--- src/core/tcpf_defines.svh ---
// Constants for the tilt CAN payload framer
`ifndef TCPF_DEFINES_SVH
`define TCPF_DEFINES_SVH

`define TCPF_CLK_HZ          20000000
`define TCPF_CLK_KHZ         20000
`define TCPF_WARM_FAST_MS    200
`define TCPF_WARM_SLOW_MS    1000
`define TCPF_SETTLE_FAST_MS  100
`define TCPF_SETTLE_SLOW_MS  500
`define TCPF_UPDATE_HZ       40

`define TCPF_ADDR_BASE       8'ha2
`define TCPF_LAST_BYTE       3'h4
`define TCPF_DUAL_ID         2'h3

`define TCPF_ST_WARM         0
`define TCPF_ST_SYNC         4
`define TCPF_ST_IDCHG        6
`define TCPF_ST_WDOG         7

`define TCPF_C_MAX1          16'h0e0f
`define TCPF_C_MAX2          16'h0708
`define TCPF_F_MAX1          16'h8c9f
`define TCPF_F_MAX2          16'h4650

`endif

--- src/core/tcpf_pkg.sv ---
// Types for the tilt CAN payload framer
package tcpf_pkg;

    typedef enum logic [1:0] {
        TCPF_IDLE = 2'h0,
        TCPF_SEND = 2'h1
    } tcpf_state_e;

    typedef enum logic [1:0] {
        TCPF_SINGLE = 2'h0,
        TCPF_DUAL   = 2'h1,
        TCPF_TILT   = 2'h2,
        TCPF_GIMBAL = 2'h3
    } tcpf_mode_e;

    typedef logic [1:0] tcpf_id_t;

endpackage

--- src/core/tcpf_framer.sv ---
// Tilt angle to 5-byte CAN data field framer
`include "tcpf_defines.svh"

module tcpf_framer #(
    parameter int CNT_W      = 25,
    parameter int WARM_FAST  = `TCPF_WARM_FAST_MS * `TCPF_CLK_KHZ,
    parameter int WARM_SLOW  = `TCPF_WARM_SLOW_MS * `TCPF_CLK_KHZ,
    parameter int SETL_FAST  = `TCPF_SETTLE_FAST_MS * `TCPF_CLK_KHZ,
    parameter int SETL_SLOW  = `TCPF_SETTLE_SLOW_MS * `TCPF_CLK_KHZ,
    parameter int FRAME_CYC  = `TCPF_CLK_HZ / `TCPF_UPDATE_HZ
) (
    input  wire logic                clk,
    input  wire logic                rst,
    input  wire logic                strap_hi,
    input  wire logic                strap_lo,
    input  wire logic                factory_id_en,
    input  wire tcpf_pkg::tcpf_id_t  factory_id,
    input  wire logic                wide_range_model,
    input  wire logic                slow_damping,
    input  wire logic                fine_resolution_option,
    input  wire logic                wdog_restart,
    input  wire logic                sync_lost,
    input  wire logic                orientation_step,
    input  wire logic [15:0]         pitch_angle,
    input  wire logic [15:0]         roll_angle,
    input  wire logic [15:0]         spin_angle,
    input  wire logic [15:0]         axis_incline,
    input  wire logic                tx_ready,
    output logic                     tx_valid,
    output logic [7:0]               tx_data,
    output logic                     tx_last,
    output tcpf_pkg::tcpf_id_t       node_id,
    output logic [7:0]               node_addr,
    output logic [1:0]               node_priority,
    output tcpf_pkg::tcpf_mode_e     meas_mode,
    output logic                     warming_up,
    output logic                     settling,
    output logic                     frame_skipped
);

    localparam logic [CNT_W-1:0] WARM_F = CNT_W'(WARM_FAST - 1);
    localparam logic [CNT_W-1:0] WARM_S = CNT_W'(WARM_SLOW - 1);
    localparam logic [CNT_W-1:0] SETL_F = CNT_W'(SETL_FAST - 1);
    localparam logic [CNT_W-1:0] SETL_S = CNT_W'(SETL_SLOW - 1);
    localparam logic [CNT_W-1:0] FRM_END = CNT_W'(FRAME_CYC - 1);

    tcpf_pkg::tcpf_state_e state;
    tcpf_pkg::tcpf_id_t    strap_now;
    tcpf_pkg::tcpf_id_t    strap_boot;
    tcpf_pkg::tcpf_id_t    id_pick;
    logic                  id_done;
    logic                  slow_lat;
    logic                  wdog_lat;
    logic [CNT_W-1:0]      warm_cnt;
    logic [CNT_W-1:0]      warm_end;
    logic [CNT_W-1:0]      setl_cnt;
    logic [CNT_W-1:0]      setl_end;
    logic [CNT_W-1:0]      frm_cnt;
    logic                  frame_tick;
    logic                  id_fault;
    logic [15:0]           first_raw;
    logic [15:0]           second_raw;
    logic [15:0]           first_max;
    logic [15:0]           second_max;
    logic [15:0]           first_val;
    logic [15:0]           second_val;
    logic [7:0]            status_now;
    logic [15:0]           shd_first;
    logic [15:0]           shd_second;
    logic [7:0]            shd_status;
    logic [2:0]            byte_idx;
    logic [7:0]            push_byte;
    logic                  push_last;
    logic                  buf_in_valid;
    logic                  buf_in_ready;
    logic [8:0]            buf_out;

    // open strap reads one, grounded reads zero
    assign strap_now = {strap_hi, strap_lo};

    assign id_pick = factory_id_en ? factory_id : strap_now;

    // single capture on the first cycle after reset release
    always_ff @(posedge clk) begin
        if (rst) begin
            id_done       <= 1'b0;
            strap_boot    <= 2'h0;
            node_id       <= 2'h0;
            node_addr     <= 8'h00;
            node_priority <= 2'h0;
            meas_mode     <= tcpf_pkg::TCPF_SINGLE;
            slow_lat      <= 1'b0;
            wdog_lat      <= 1'b0;
        end else if (!id_done) begin
            id_done       <= 1'b1;
            strap_boot    <= strap_now;
            node_id       <= id_pick;
            // address and priority follow the id
            node_addr     <= `TCPF_ADDR_BASE + {6'h00, id_pick};
            node_priority <= id_pick;
            // id 3 is the two-angle mode
            if (id_pick == `TCPF_DUAL_ID) begin
                meas_mode <= wide_range_model ? tcpf_pkg::TCPF_GIMBAL
                                              : tcpf_pkg::TCPF_DUAL;
            end else begin
                meas_mode <= wide_range_model ? tcpf_pkg::TCPF_TILT
                                              : tcpf_pkg::TCPF_SINGLE;
            end
            slow_lat      <= slow_damping;
            // restart cause caught once, kept until next reset
            wdog_lat      <= wdog_restart;
        end
    end

    // live compare against the boot capture
    assign id_fault = id_done && (strap_now != strap_boot);

    // warm-up length picked by the damping option
    assign warm_end = slow_lat ? WARM_S : WARM_F;

    always_ff @(posedge clk) begin
        if (rst) begin
            warming_up <= 1'b1;
            warm_cnt   <= '0;
        end else if (id_done && warming_up) begin
            if (warm_cnt == warm_end) begin
                warming_up <= 1'b0;
            end
            warm_cnt <= warm_cnt + 1'b1;
        end
    end

    assign setl_end = slow_lat ? SETL_S : SETL_F;

    // A new step restarts the window, as the filter restarts too
    always_ff @(posedge clk) begin
        if (rst) begin
            settling <= 1'b0;
            setl_cnt <= '0;
        end else if (orientation_step) begin
            settling <= 1'b1;
            setl_cnt <= '0;
        end else if (settling) begin
            if (setl_cnt == setl_end) begin
                settling <= 1'b0;
            end
            setl_cnt <= setl_cnt + 1'b1;
        end
    end

    // update-rate divider gives a one-cycle tick
    assign frame_tick = id_done && (frm_cnt == FRM_END);

    always_ff @(posedge clk) begin
        if (rst) begin
            frm_cnt <= '0;
        end else if (id_done) begin
            frm_cnt <= frame_tick ? '0 : frm_cnt + 1'b1;
        end
    end

    // single-axis sends spin then axis incline
    // other modes send pitch then roll
    always_comb begin
        if (meas_mode == tcpf_pkg::TCPF_SINGLE) begin
            first_raw  = spin_angle;
            second_raw = axis_incline;
        end else begin
            first_raw  = pitch_angle;
            second_raw = roll_angle;
        end
    end

    assign first_max  = fine_resolution_option ? `TCPF_F_MAX1 : `TCPF_C_MAX1;
    assign second_max = fine_resolution_option ? `TCPF_F_MAX2 : `TCPF_C_MAX2;

    // Clamp so a filter glitch never leaves the documented range
    assign first_val  = (first_raw  > first_max)  ? first_max  : first_raw;
    assign second_val = (second_raw > second_max) ? second_max : second_raw;

    // status bits, zero when all is well
    always_comb begin
        status_now                 = 8'h00;
        status_now[`TCPF_ST_WARM]  = warming_up;
        status_now[`TCPF_ST_SYNC]  = sync_lost;
        status_now[`TCPF_ST_IDCHG] = id_fault;
        status_now[`TCPF_ST_WDOG]  = wdog_lat;
    end

    // frames start on each tick that finds the framer idle, no host request involved
    always_ff @(posedge clk) begin
        if (rst) begin
            state    <= tcpf_pkg::TCPF_IDLE;
            byte_idx <= 3'h0;
        end else begin
            case (state)
                tcpf_pkg::TCPF_IDLE: begin
                    if (frame_tick) begin
                        state    <= tcpf_pkg::TCPF_SEND;
                        byte_idx <= 3'h0;
                    end
                end
                tcpf_pkg::TCPF_SEND: begin
                    if (buf_in_ready) begin
                        if (byte_idx == `TCPF_LAST_BYTE) begin
                            state <= tcpf_pkg::TCPF_IDLE;
                        end
                        byte_idx <= byte_idx + 3'h1;
                    end
                end
                default: begin
                    state <= tcpf_pkg::TCPF_IDLE;
                end
            endcase
        end
    end

    // Snapshot keeps one frame coherent while bytes trickle out
    always_ff @(posedge clk) begin
        if (rst) begin
            shd_first  <= 16'h0000;
            shd_second <= 16'h0000;
            shd_status <= 8'h00;
        end else if (frame_tick && state == tcpf_pkg::TCPF_IDLE) begin
            shd_first  <= first_val;
            shd_second <= second_val;
            shd_status <= status_now;
        end
    end

    // A stalled receiver costs whole frames, never half of one
    always_ff @(posedge clk) begin
        if (rst) begin
            frame_skipped <= 1'b0;
        end else begin
            frame_skipped <= frame_tick && (state != tcpf_pkg::TCPF_IDLE);
        end
    end

    always_comb begin
        case (byte_idx)
            3'h0:    push_byte = shd_first[7:0];
            3'h1:    push_byte = shd_first[15:8];
            3'h2:    push_byte = shd_second[7:0];
            3'h3:    push_byte = shd_second[15:8];
            default: push_byte = shd_status;
        endcase
    end

    assign push_last    = (byte_idx == `TCPF_LAST_BYTE);
    assign buf_in_valid = (state == tcpf_pkg::TCPF_SEND);

    tcpf_buf2 #(
        .WIDTH (9),
        .DEPTH (2),
        .AW    (1)
    ) u_buf (
        .clk       (clk),
        .rst       (rst),
        .in_valid  (buf_in_valid),
        .in_ready  (buf_in_ready),
        .in_data   ({push_last, push_byte}),
        .out_valid (tx_valid),
        .out_ready (tx_ready),
        .out_data  (buf_out)
    );

    assign tx_data = buf_out[7:0];
    assign tx_last = buf_out[8];

    // Checks
    logic [CNT_W-1:0] since_boot;
    logic [CNT_W-1:0] since_tick;
    logic             push;

    assign push = buf_in_valid && buf_in_ready;

    always_ff @(posedge clk) begin
        if (rst) begin
            since_boot <= '0;
            since_tick <= '0;
        end else begin
            if (id_done && since_boot != '1) begin
                since_boot <= since_boot + 1'b1;
            end
            since_tick <= frame_tick ? '0 : since_tick + 1'b1;
        end
    end
endmodule

--- src/core/tcpf_buf2.sv ---
// Small valid/ready buffer between framer and CAN controller
module tcpf_buf2 #(
    parameter int WIDTH = 9,
    parameter int DEPTH = 2,
    parameter int AW    = 1
) (
    input  wire logic             clk,
    input  wire logic             rst,
    input  wire logic             in_valid,
    output logic                  in_ready,
    input  wire logic [WIDTH-1:0] in_data,
    output logic                  out_valid,
    input  wire logic             out_ready,
    output logic      [WIDTH-1:0] out_data
);

    logic [WIDTH-1:0] mem [DEPTH];
    logic [AW-1:0]    wr_ptr;
    logic [AW-1:0]    rd_ptr;
    logic [AW:0]      count;
    logic             push;
    logic             pop;

    // DEPTH must be a power of two so the pointers wrap by themselves
    assign in_ready  = (count != (AW+1)'(DEPTH));
    assign out_valid = (count != '0);
    assign push      = in_valid && in_ready;
    assign pop       = out_valid && out_ready;
    assign out_data  = mem[rd_ptr];

    always_ff @(posedge clk) begin
        if (push) begin
            mem[wr_ptr] <= in_data;
        end
    end

    always_ff @(posedge clk) begin
        if (rst) begin
            wr_ptr <= '0;
            rd_ptr <= '0;
            count  <= '0;
        end else begin
            if (push) begin
                wr_ptr <= wr_ptr + 1'b1;
            end
            if (pop) begin
                rd_ptr <= rd_ptr + 1'b1;
            end
            if (push && !pop) begin
                count <= count + 1'b1;
            end else if (pop && !push) begin
                count <= count - 1'b1;
            end
        end
    end

endmodule

--- config.mk ---
export PLATFORM = sky130hd
export DESIGN_NAME = tcpf_framer
export DESIGN_NICKNAME = d
export VERILOG_FILES = /design/src/core/tcpf_pkg.sv /design/src/core/tcpf_framer.sv /design/src/core/tcpf_buf2.sv
export VERILOG_INCLUDE_DIRS = /design/src /design/src/core
export SDC_FILE = /design/constraint.sdc
export NUM_CORES = 1
export LEC_CHECK = 0
export BUFFER_PORTS_ARGS = -buffer_cell sky130_fd_sc_hd__buf_2
export CORE_ASPECT_RATIO = 0.5
export CORE_MARGIN = 10
export CORE_UTILIZATION = 46
export CTS_BUF_LIST = sky130_fd_sc_hd__clkbuf_4
export DETAILED_ROUTE_END_ITERATION = 10
export PLACE_DENSITY = 0.73
export SLEW_MARGIN = 20
export SYNTH_ARGS = -nofsm -noshare
export SYNTH_HDL_FRONTEND = slang
export SYNTH_SLANG_ARGS = --single-unit
--- constraint.sdc ---
create_clock -name clk -period 3.8 [get_ports clk]
set_input_delay 0.19 -clock clk [delete_from_list [all_inputs] [get_ports clk]]
set_output_delay 0.19 -clock clk [all_outputs]
set_load 0.05 [all_outputs]
==> results.sh, run 1 <==
export IMPL_drtIter0Drc=400
export IMPL_synth_avg_cell_area_sq_um=8.88
export IMPL_cpLargestDelayFamily="compound AO/OA/AOI/OAI gates"
export IMPL_drc=0
export IMPL_grt_pass1_vias=5966
export IMPL_max_cap_violations=0
export IMPL_yosys_area_top_type="dfxtp_1"
export IMPL_hold_path_class="in2reg"
export IMPL_finalSetupViolCount=0
export IMPL_die_w_um=200
export IMPL_slowest_delay_ns=0.47
export IMPL_yosys_register_bits=152
export IMPL_max_slew_worst_pin_slew_ns=0.873
export IMPL_yosysMostFrequentCell="dfxtp_1"
export IMPL_syn_area_sq_um=7420
export IMPL_gp_congestion=0.904
export IMPL_port_buffer_count=101
export IMPL_slew_headroom_pct=41.4
export IMPL_antenna_found_initial=1
export IMPL_timing_final_crit_share_pct=84.5
export IMPL_holdPathStages=3
export IMPL_die_area_sq_um=21900
export IMPL_gr_total_overflow=0
export IMPL_clk_latency_ns=0.57
export IMPL_cts_sinks=152
export IMPL_synth_edf_count=18
export IMPL_ys_warn_count=0
export IMPL_cts_buffers=17
export IMPL_hold_viol=0
export IMPL_ys_flop_type="dfxtp_1"
export IMPL_cts_buffer_depth=2
export IMPL_slew_violations=0
export IMPL_num_rows=32
export IMPL_area_delta_synth_final_pct=12.8
export IMPL_crit_type="reg2reg"
export IMPL_leakage_nw=3.14
export IMPL_cp_cell_sequence="or2_1 -> mux2_2 -> ha_1 -> or4_1 -> o311a_1 -> a2111oi_1 -> o221a_2 -> or2_4 -> nor4_2 -> a311o_1"
export IMPL_crit_required_ns=4.27
export IMPL_avgViaCountPerCell=5.54
export IMPL_powerDensity_nw_per_um2=362
export IMPL_grt_start_max_net_pins=83
export IMPL_fp_coreArea_sq_um=15600
export IMPL_wl_per_cell_um=16.2
export IMPL_htree_levels=4
export IMPL_startpoint_type="flop"
export IMPL_slowest_stage="or4_1"
export IMPL_status="finished, final reports clean"
export IMPL_hp_start="spin_angle[0]"
export IMPL_synth_cells=836
export IMPL_synth_top_cell_area_share_pct=36.1
export IMPL_timing_fmax_ghz=0.311
export IMPL_netlist_top_cells_count="134 x dfxtp_1, 125 x nor2_1, 69 x nand2_1, 52 x nand3_1, 52 x xor2_1"
export IMPL_reg2reg_depth=10
export IMPL_clkTransAtPathRegs_ns=0.14
export IMPL_max_vdd_ir_drop_v=0.000192
export IMPL_cp_num_buf_inv=0
export IMPL_skew_ns=0.0224
export IMPL_crit_start="meas_mode[0]"
export IMPL_r2r_start="meas_mode[0]"
export IMPL_fillers=1418
export IMPL_ios=105
export IMPL_cts_root_buf="clkbuf_4"
export IMPL_cts_tree="yes"
export IMPL_crit_cells=10
export IMPL_die_height_um=110
export IMPL_min_period_ns=3.21
export IMPL_grt_setup_unrepaired="no"
export IMPL_drtAntennaViolNets=0
export IMPL_drive_above_1_share_pct=18.9
export IMPL_yosysUniqueCellTypes=60
export IMPL_crit_path_max_fanout=13
export IMPL_grt_first_pass_wirelength_um=29900
export IMPL_fin_nets=1021
export IMPL_tns_ns=0
export IMPL_critPathCaptureType="flop"
export IMPL_drt_first_pass_iters=6
export IMPL_placed_area_sq_um=8000
export IMPL_fin_area_sq_um=8380
export IMPL_hpwl_um=13500
export IMPL_yosysSeqAreaShare_pct=43.4
export IMPL_grt_use_total_pct=16.8
export IMPL_start_util_pct=47.5
export IMPL_wl_um=18500
export IMPL_synth_area_leaders="dfxtp_1 36%, edfxtp_1 7.3%, nor2_1 6.3%, xor2_1 6.1%, mux2_2 4.7%"
export IMPL_arrival_ns=3.68
export IMPL_vias=6335
export IMPL_async_flop_share_pct=0
worst min-delay path, delay by kind of cell:
family / cells / cell delay (ns)
AOI/OAI and AO/OA: 1 / 0.20
buffers and inverters: 1 / 0.08
muxes: 1 / 0.10
final cells by class:
type                    instances  area (sq um)  share of cell area, %
well taps                     204           255                   3.05
flip-flops and latches        152          3220                   38.5
diodes                          1          2.50                 0.0299
clock inverters                15           143                   1.70
repair buffers                119           668                   7.97
multi-input cells             616          3890                   46.4
clock buffers                  17           128                   1.52
inverters                      19          71.3                  0.851
report_power, final:
part | internal [mW] | total, mW | leakage (nW) | switching, mW
logic | 0.146 | 0.388 | 1.76 | 0.243
registers | 1.64 | 1.66 | 1.25 | 0.0218
clock network | 0.337 | 0.982 | 0.135 | 0.645
path summary, 6_finish.rpt:
check / to / slack [ns]
setup / recovery: shd_second[4] / 0.59
hold / removal: shd_first[0] / 0.04
setup reg to reg: shd_second[4] / 0.59
hold reg to reg: shd_status[4] / 0.47
sequential cells by signal (all words and copies together) (netlist names), 2 cells and up, named ones only:
register / count
byte_idx: 3
frm_cnt: 25
meas_mode: 2
node_addr: 3
setl_cnt: 25
shd_first: 16
shd_second: 16
shd_status: 4
strap_boot: 2
u_buf.count: 2
u_buf.mem: 18
warm_cnt: 25
per-layer routing:
layer	GRT usage, %	vias to the layer above	share of wire, %
met5	0	-	0
met4	4.88	0	1.7
met1	21.9	3010	45
met2	27.9	144	48
met3	3.39	28	5.3
li1	-	3153	-
cell usage in the layout (no fill, tap or decap), types with 5 or more instances in the layout:
| master | count |
|---|---|
| dlygate4sd3_1 | 11 |
| or3_1 | 8 |
| nand3_1 | 52 |
| nor2_1 | 125 |
| mux2_2 | 31 |
| a222oi_1 | 8 |
| ha_1 | 18 |
| nor4_1 | 14 |
| nand4_1 | 29 |
| mux2i_1 | 17 |
| and2_1 | 8 |
| edfxtp_1 | 18 |
| nor3_1 | 15 |
| dfxtp_1 | 134 |
| and4_1 | 9 |
| xnor2_1 | 19 |
| xor2_1 | 52 |
| a21oi_1 | 48 |
| buf_2 | 101 |
| nand2_1 | 69 |
| a211oi_1 | 7 |
| o21ai_0 | 17 |
| buf_4 | 7 |
| clkbuf_4 | 17 |
| and3_1 | 8 |
| inv_1 | 19 |
| a311o_1 | 5 |
timing repair:
item | 4_1_cts | 5_1_grt
buffers inserted | 0 | 0
hold buffers | 11 | 0
hold endpoints to repair | 14 | 0
gates resized for setup | 0 | 0
through the flow:
| stage | utilization [%] | setup WS, ns | hold WS [ns] | power (mW) | std cells |
|---|---|---|---|---|---|
| after floorplan | - | 0.194 | 0.307 | 1.96 | 838 |
| after global placement | 51.2 | 0.672 | 0.409 | 2.07 | 1099 |
| after detailed placement | 51.2 | 0.637 | 0.424 | 2.07 | 1099 |
| after CTS | 53.6 | 0.602 | 0.00214 | 3.05 | 1142 |
| after global routing | 53.7 | 0.427 | 0.00880 | 3.16 | 1143 |
| final | 53.7 | 0.589 | 0.0357 | 3.03 | 1143 |
logic make-up (layout without fill, tap and decap cells):
kind of cell / after synthesis / in the layout / share of synthesized area [%]
AOI/OAI and AO/OA: 114 / 114 / 10.0
xor gates and xnor gates: 71 / 71 / 8.38
adders and majority gates: 18 / 18 / 3.03
buffers and inverters: 70 / 170 / 4.33
DFF: 152 / 152 / 43.4
muxes: 48 / 48 / 6.99
other: 1 / 4 / 0.0505
and+or+nand+nor: 362 / 362 / 23.8
No activity file was read; power rests on OpenSTA's default activity.
==> run 2: changes to the inputs <==
==> constraint.sdc (replaced) <==
create_clock -name clk -period 3.3 [get_ports clk]
set_input_delay 0.165 -clock clk [delete_from_list [all_inputs] [get_ports clk]]
set_output_delay 0.165 -clock clk [all_outputs]
set_load 0.05 [all_outputs]
==> run 2 against run 1 <==
Sequential power increased by 15%. Worst hold slack got worse by 0.0057 ns. Clock power increased by 16%. Wire length increased by 1.1%. Total power increased by 16%. Global-route usage increased by 0.58 points. Count of clock-buffer cells in the layout increased by 3. Combinational power increased by 18%. Clock skew decreased by 0.0010 ns. Sequential share of layout area decreased by 0.25 points. Critical path depth unchanged. Setup slack got worse by 0.45 ns. Critical endpoint unchanged. Largest power group unchanged.
==> results.sh, run 2 (synthesis gave the netlist of run 1 again) <==
export IMPL_tns_ns=0
export IMPL_wl_um=18700
export IMPL_layout_commonest_cell="dfxtp_1"
export IMPL_swShare_pct=27.9
export IMPL_r2r_start="meas_mode[1]"
export IMPL_slew_headroom_pct=44.8
export IMPL_crit_required_ns=3.73
export IMPL_cts_root_buf="clkbuf_4"
export IMPL_drt_met1_wl_um=8170
export IMPL_power_switching_uw=980
export IMPL_power_frac_comb_pct=13.1
export IMPL_ios=105
export IMPL_cts_buffer_depth=2
export IMPL_hold_viol=0
export IMPL_r2r_end="shd_second[4]"
export IMPL_grt_first_pass_wirelength_um=30900
export IMPL_htree_levels=4
export IMPL_grt_use_total_pct=17.4
export IMPL_slew_violations=0
export IMPL_total_power_mw=3.51
export IMPL_timing_final_crit_share_pct=95.7
export IMPL_startpoint_type="flop"
export IMPL_fp_coreArea_sq_um=15600
export IMPL_fin_nets=1028
export IMPL_hpwl_um=14000
export IMPL_finalSetupViolCount=0
export IMPL_timing_fmax_ghz=0.317
export IMPL_die_w_um=200
export IMPL_cts_buffers=17
export IMPL_whs_ns=0.0300
export IMPL_clkPwrFrac_pct=32.5
export IMPL_ff2ff_setup_slack_ns=0.14
export IMPL_leakage_nw=3.18
export IMPL_hold_path_class="in2reg"
export IMPL_skew_ns=0.0213
export IMPL_gr_total_overflow=0
export IMPL_area_delta_synth_final_pct=13.9
export IMPL_wl_per_cell_um=16.3
export IMPL_grt_start_max_net_pins=42
export IMPL_critPathCaptureType="flop"
export IMPL_p_int_mw=2.53
export IMPL_dr_wl_met3_um=917
export IMPL_max_slew_worst_pin_slew_ns=0.822
export IMPL_powerDensity_nw_per_um2=416
export IMPL_avgViaCountPerCell=5.56
export IMPL_drtIter0Drc=443
export IMPL_hp_start="axis_incline[10]"
export IMPL_crit_path_max_fanout=13
export IMPL_holdPathEnd="shd_second[10]"
export IMPL_cts_tree="yes"
export IMPL_drc=0
export IMPL_holdPathStages=3
export IMPL_vias=6391
export IMPL_max_vdd_ir_drop_v=0.000218
export IMPL_drtAntennaViolNets=0
export IMPL_drt_first_pass_iters=7
export IMPL_min_period_ns=3.16
export IMPL_largest_registers="frm_cnt: 25 flops, setl_cnt: 25 flops, warm_cnt: 25 flops"
export IMPL_status="finished, final reports clean"
export IMPL_cts_repair_resize_count=0
export IMPL_port_buffer_count=101
export IMPL_reg2reg_depth=10
export IMPL_dr_wl_met2_um=9280
export IMPL_die_area_sq_um=21900
export IMPL_layout_common_cells="132 x dfxtp_1, 125 x nor2_1, 101 x buf_2, 69 x nand2_1"
export IMPL_grt_setup_unrepaired="no"
export IMPL_num_rows=32
export IMPL_top_layer="met4"
export IMPL_seqPwrFrac_pct=54.4
export IMPL_arrival_ns=3.59
export IMPL_start_util_pct=47.5
export IMPL_crit_type="reg2reg"
export IMPL_clk_latency_ns=0.54
export IMPL_clkTransAtPathRegs_ns=0.14
export IMPL_gp_congestion=0.902
export IMPL_die_height_um=110
export IMPL_grt_pass1_vias=6285
export IMPL_antenna_found_initial=1
export IMPL_max_cap_violations=0
export IMPL_drive_above_1_share_pct=19.4
export IMPL_cts_sinks=152
run 2: layer usage:
metal	track usage [%]	vias to the layer above
li1	-	3159
met1	21.6	3047
met2	30.2	159
met3	3.20	26
met4	5.69	0
met5	0	-
run 2: worst max-delay path: stages, from the launching register on:
cell and delay (ns):
dfxtp_4 0.36, or2_1 0.26, mux2_2 0.30, ha_1 0.19
or4_1 0.47, o311a_1 0.14, a2111oi_1 0.43, o221a_2 0.30
or2_4 0.21, nor4_2 0.07, a311o_1 0.32
run 2: how the worst max path moves through the flow:
stage | startpoint | endpoint | slack (ns) | cells after the start
after CTS | meas_mode[1] | shd_second[4] | 0.14 | 10
after global placement | meas_mode[1] | shd_second[4] | 0.31 | 10
after floorplan | meas_mode[1] | shd_second[4] | 0.06 | 13
after global routing | meas_mode[1] | shd_second[4] | 0.06 | 10
final | meas_mode[1] | shd_second[4] | 0.14 | 10
after detailed placement | meas_mode[1] | shd_second[4] | 0.17 | 10
run 2: through the flow:
step | setup slack (ns) | instance area, sq um | cells | util, %
floorplan | 0.0613 | 7440 | 838 | -
global placement | 0.314 | 8030 | 1102 | 51.4
detailed placement | 0.169 | 8030 | 1102 | 51.4
CTS | 0.142 | 8430 | 1147 | 54.0
global route | 0.0639 | 8450 | 1150 | 54.1
finish | 0.142 | 8450 | 1150 | 54.1
run 2: power groups by stage:
stage                     combinational (mW)  sequential, mW  clock [mW]
after floorplan                        0.302            1.96           0
after global placement                 0.433            1.95           0
after detailed placement               0.440            1.95           0
after CTS                              0.455            1.91        1.16
after global routing                   0.493            1.92        1.24
final                                  0.459            1.91        1.14
run 2: timing repair:
action,in CTS,in global routing
buffers inserted,0,0
hold buffers,13,2
hold endpoints to repair,20,1
run 2: cell type report:
cell class	count	area, sq um
Clock inverter	12	125
Multi-Input combinational cell	616	3890
Sequential cell	152	3230
Clock buffer	20	150
Timing Repair Buffer	126	731
Antenna cell	1	2.50
Inverter	19	71.3
Tap cell	204	255
Fill cell	1428	7160
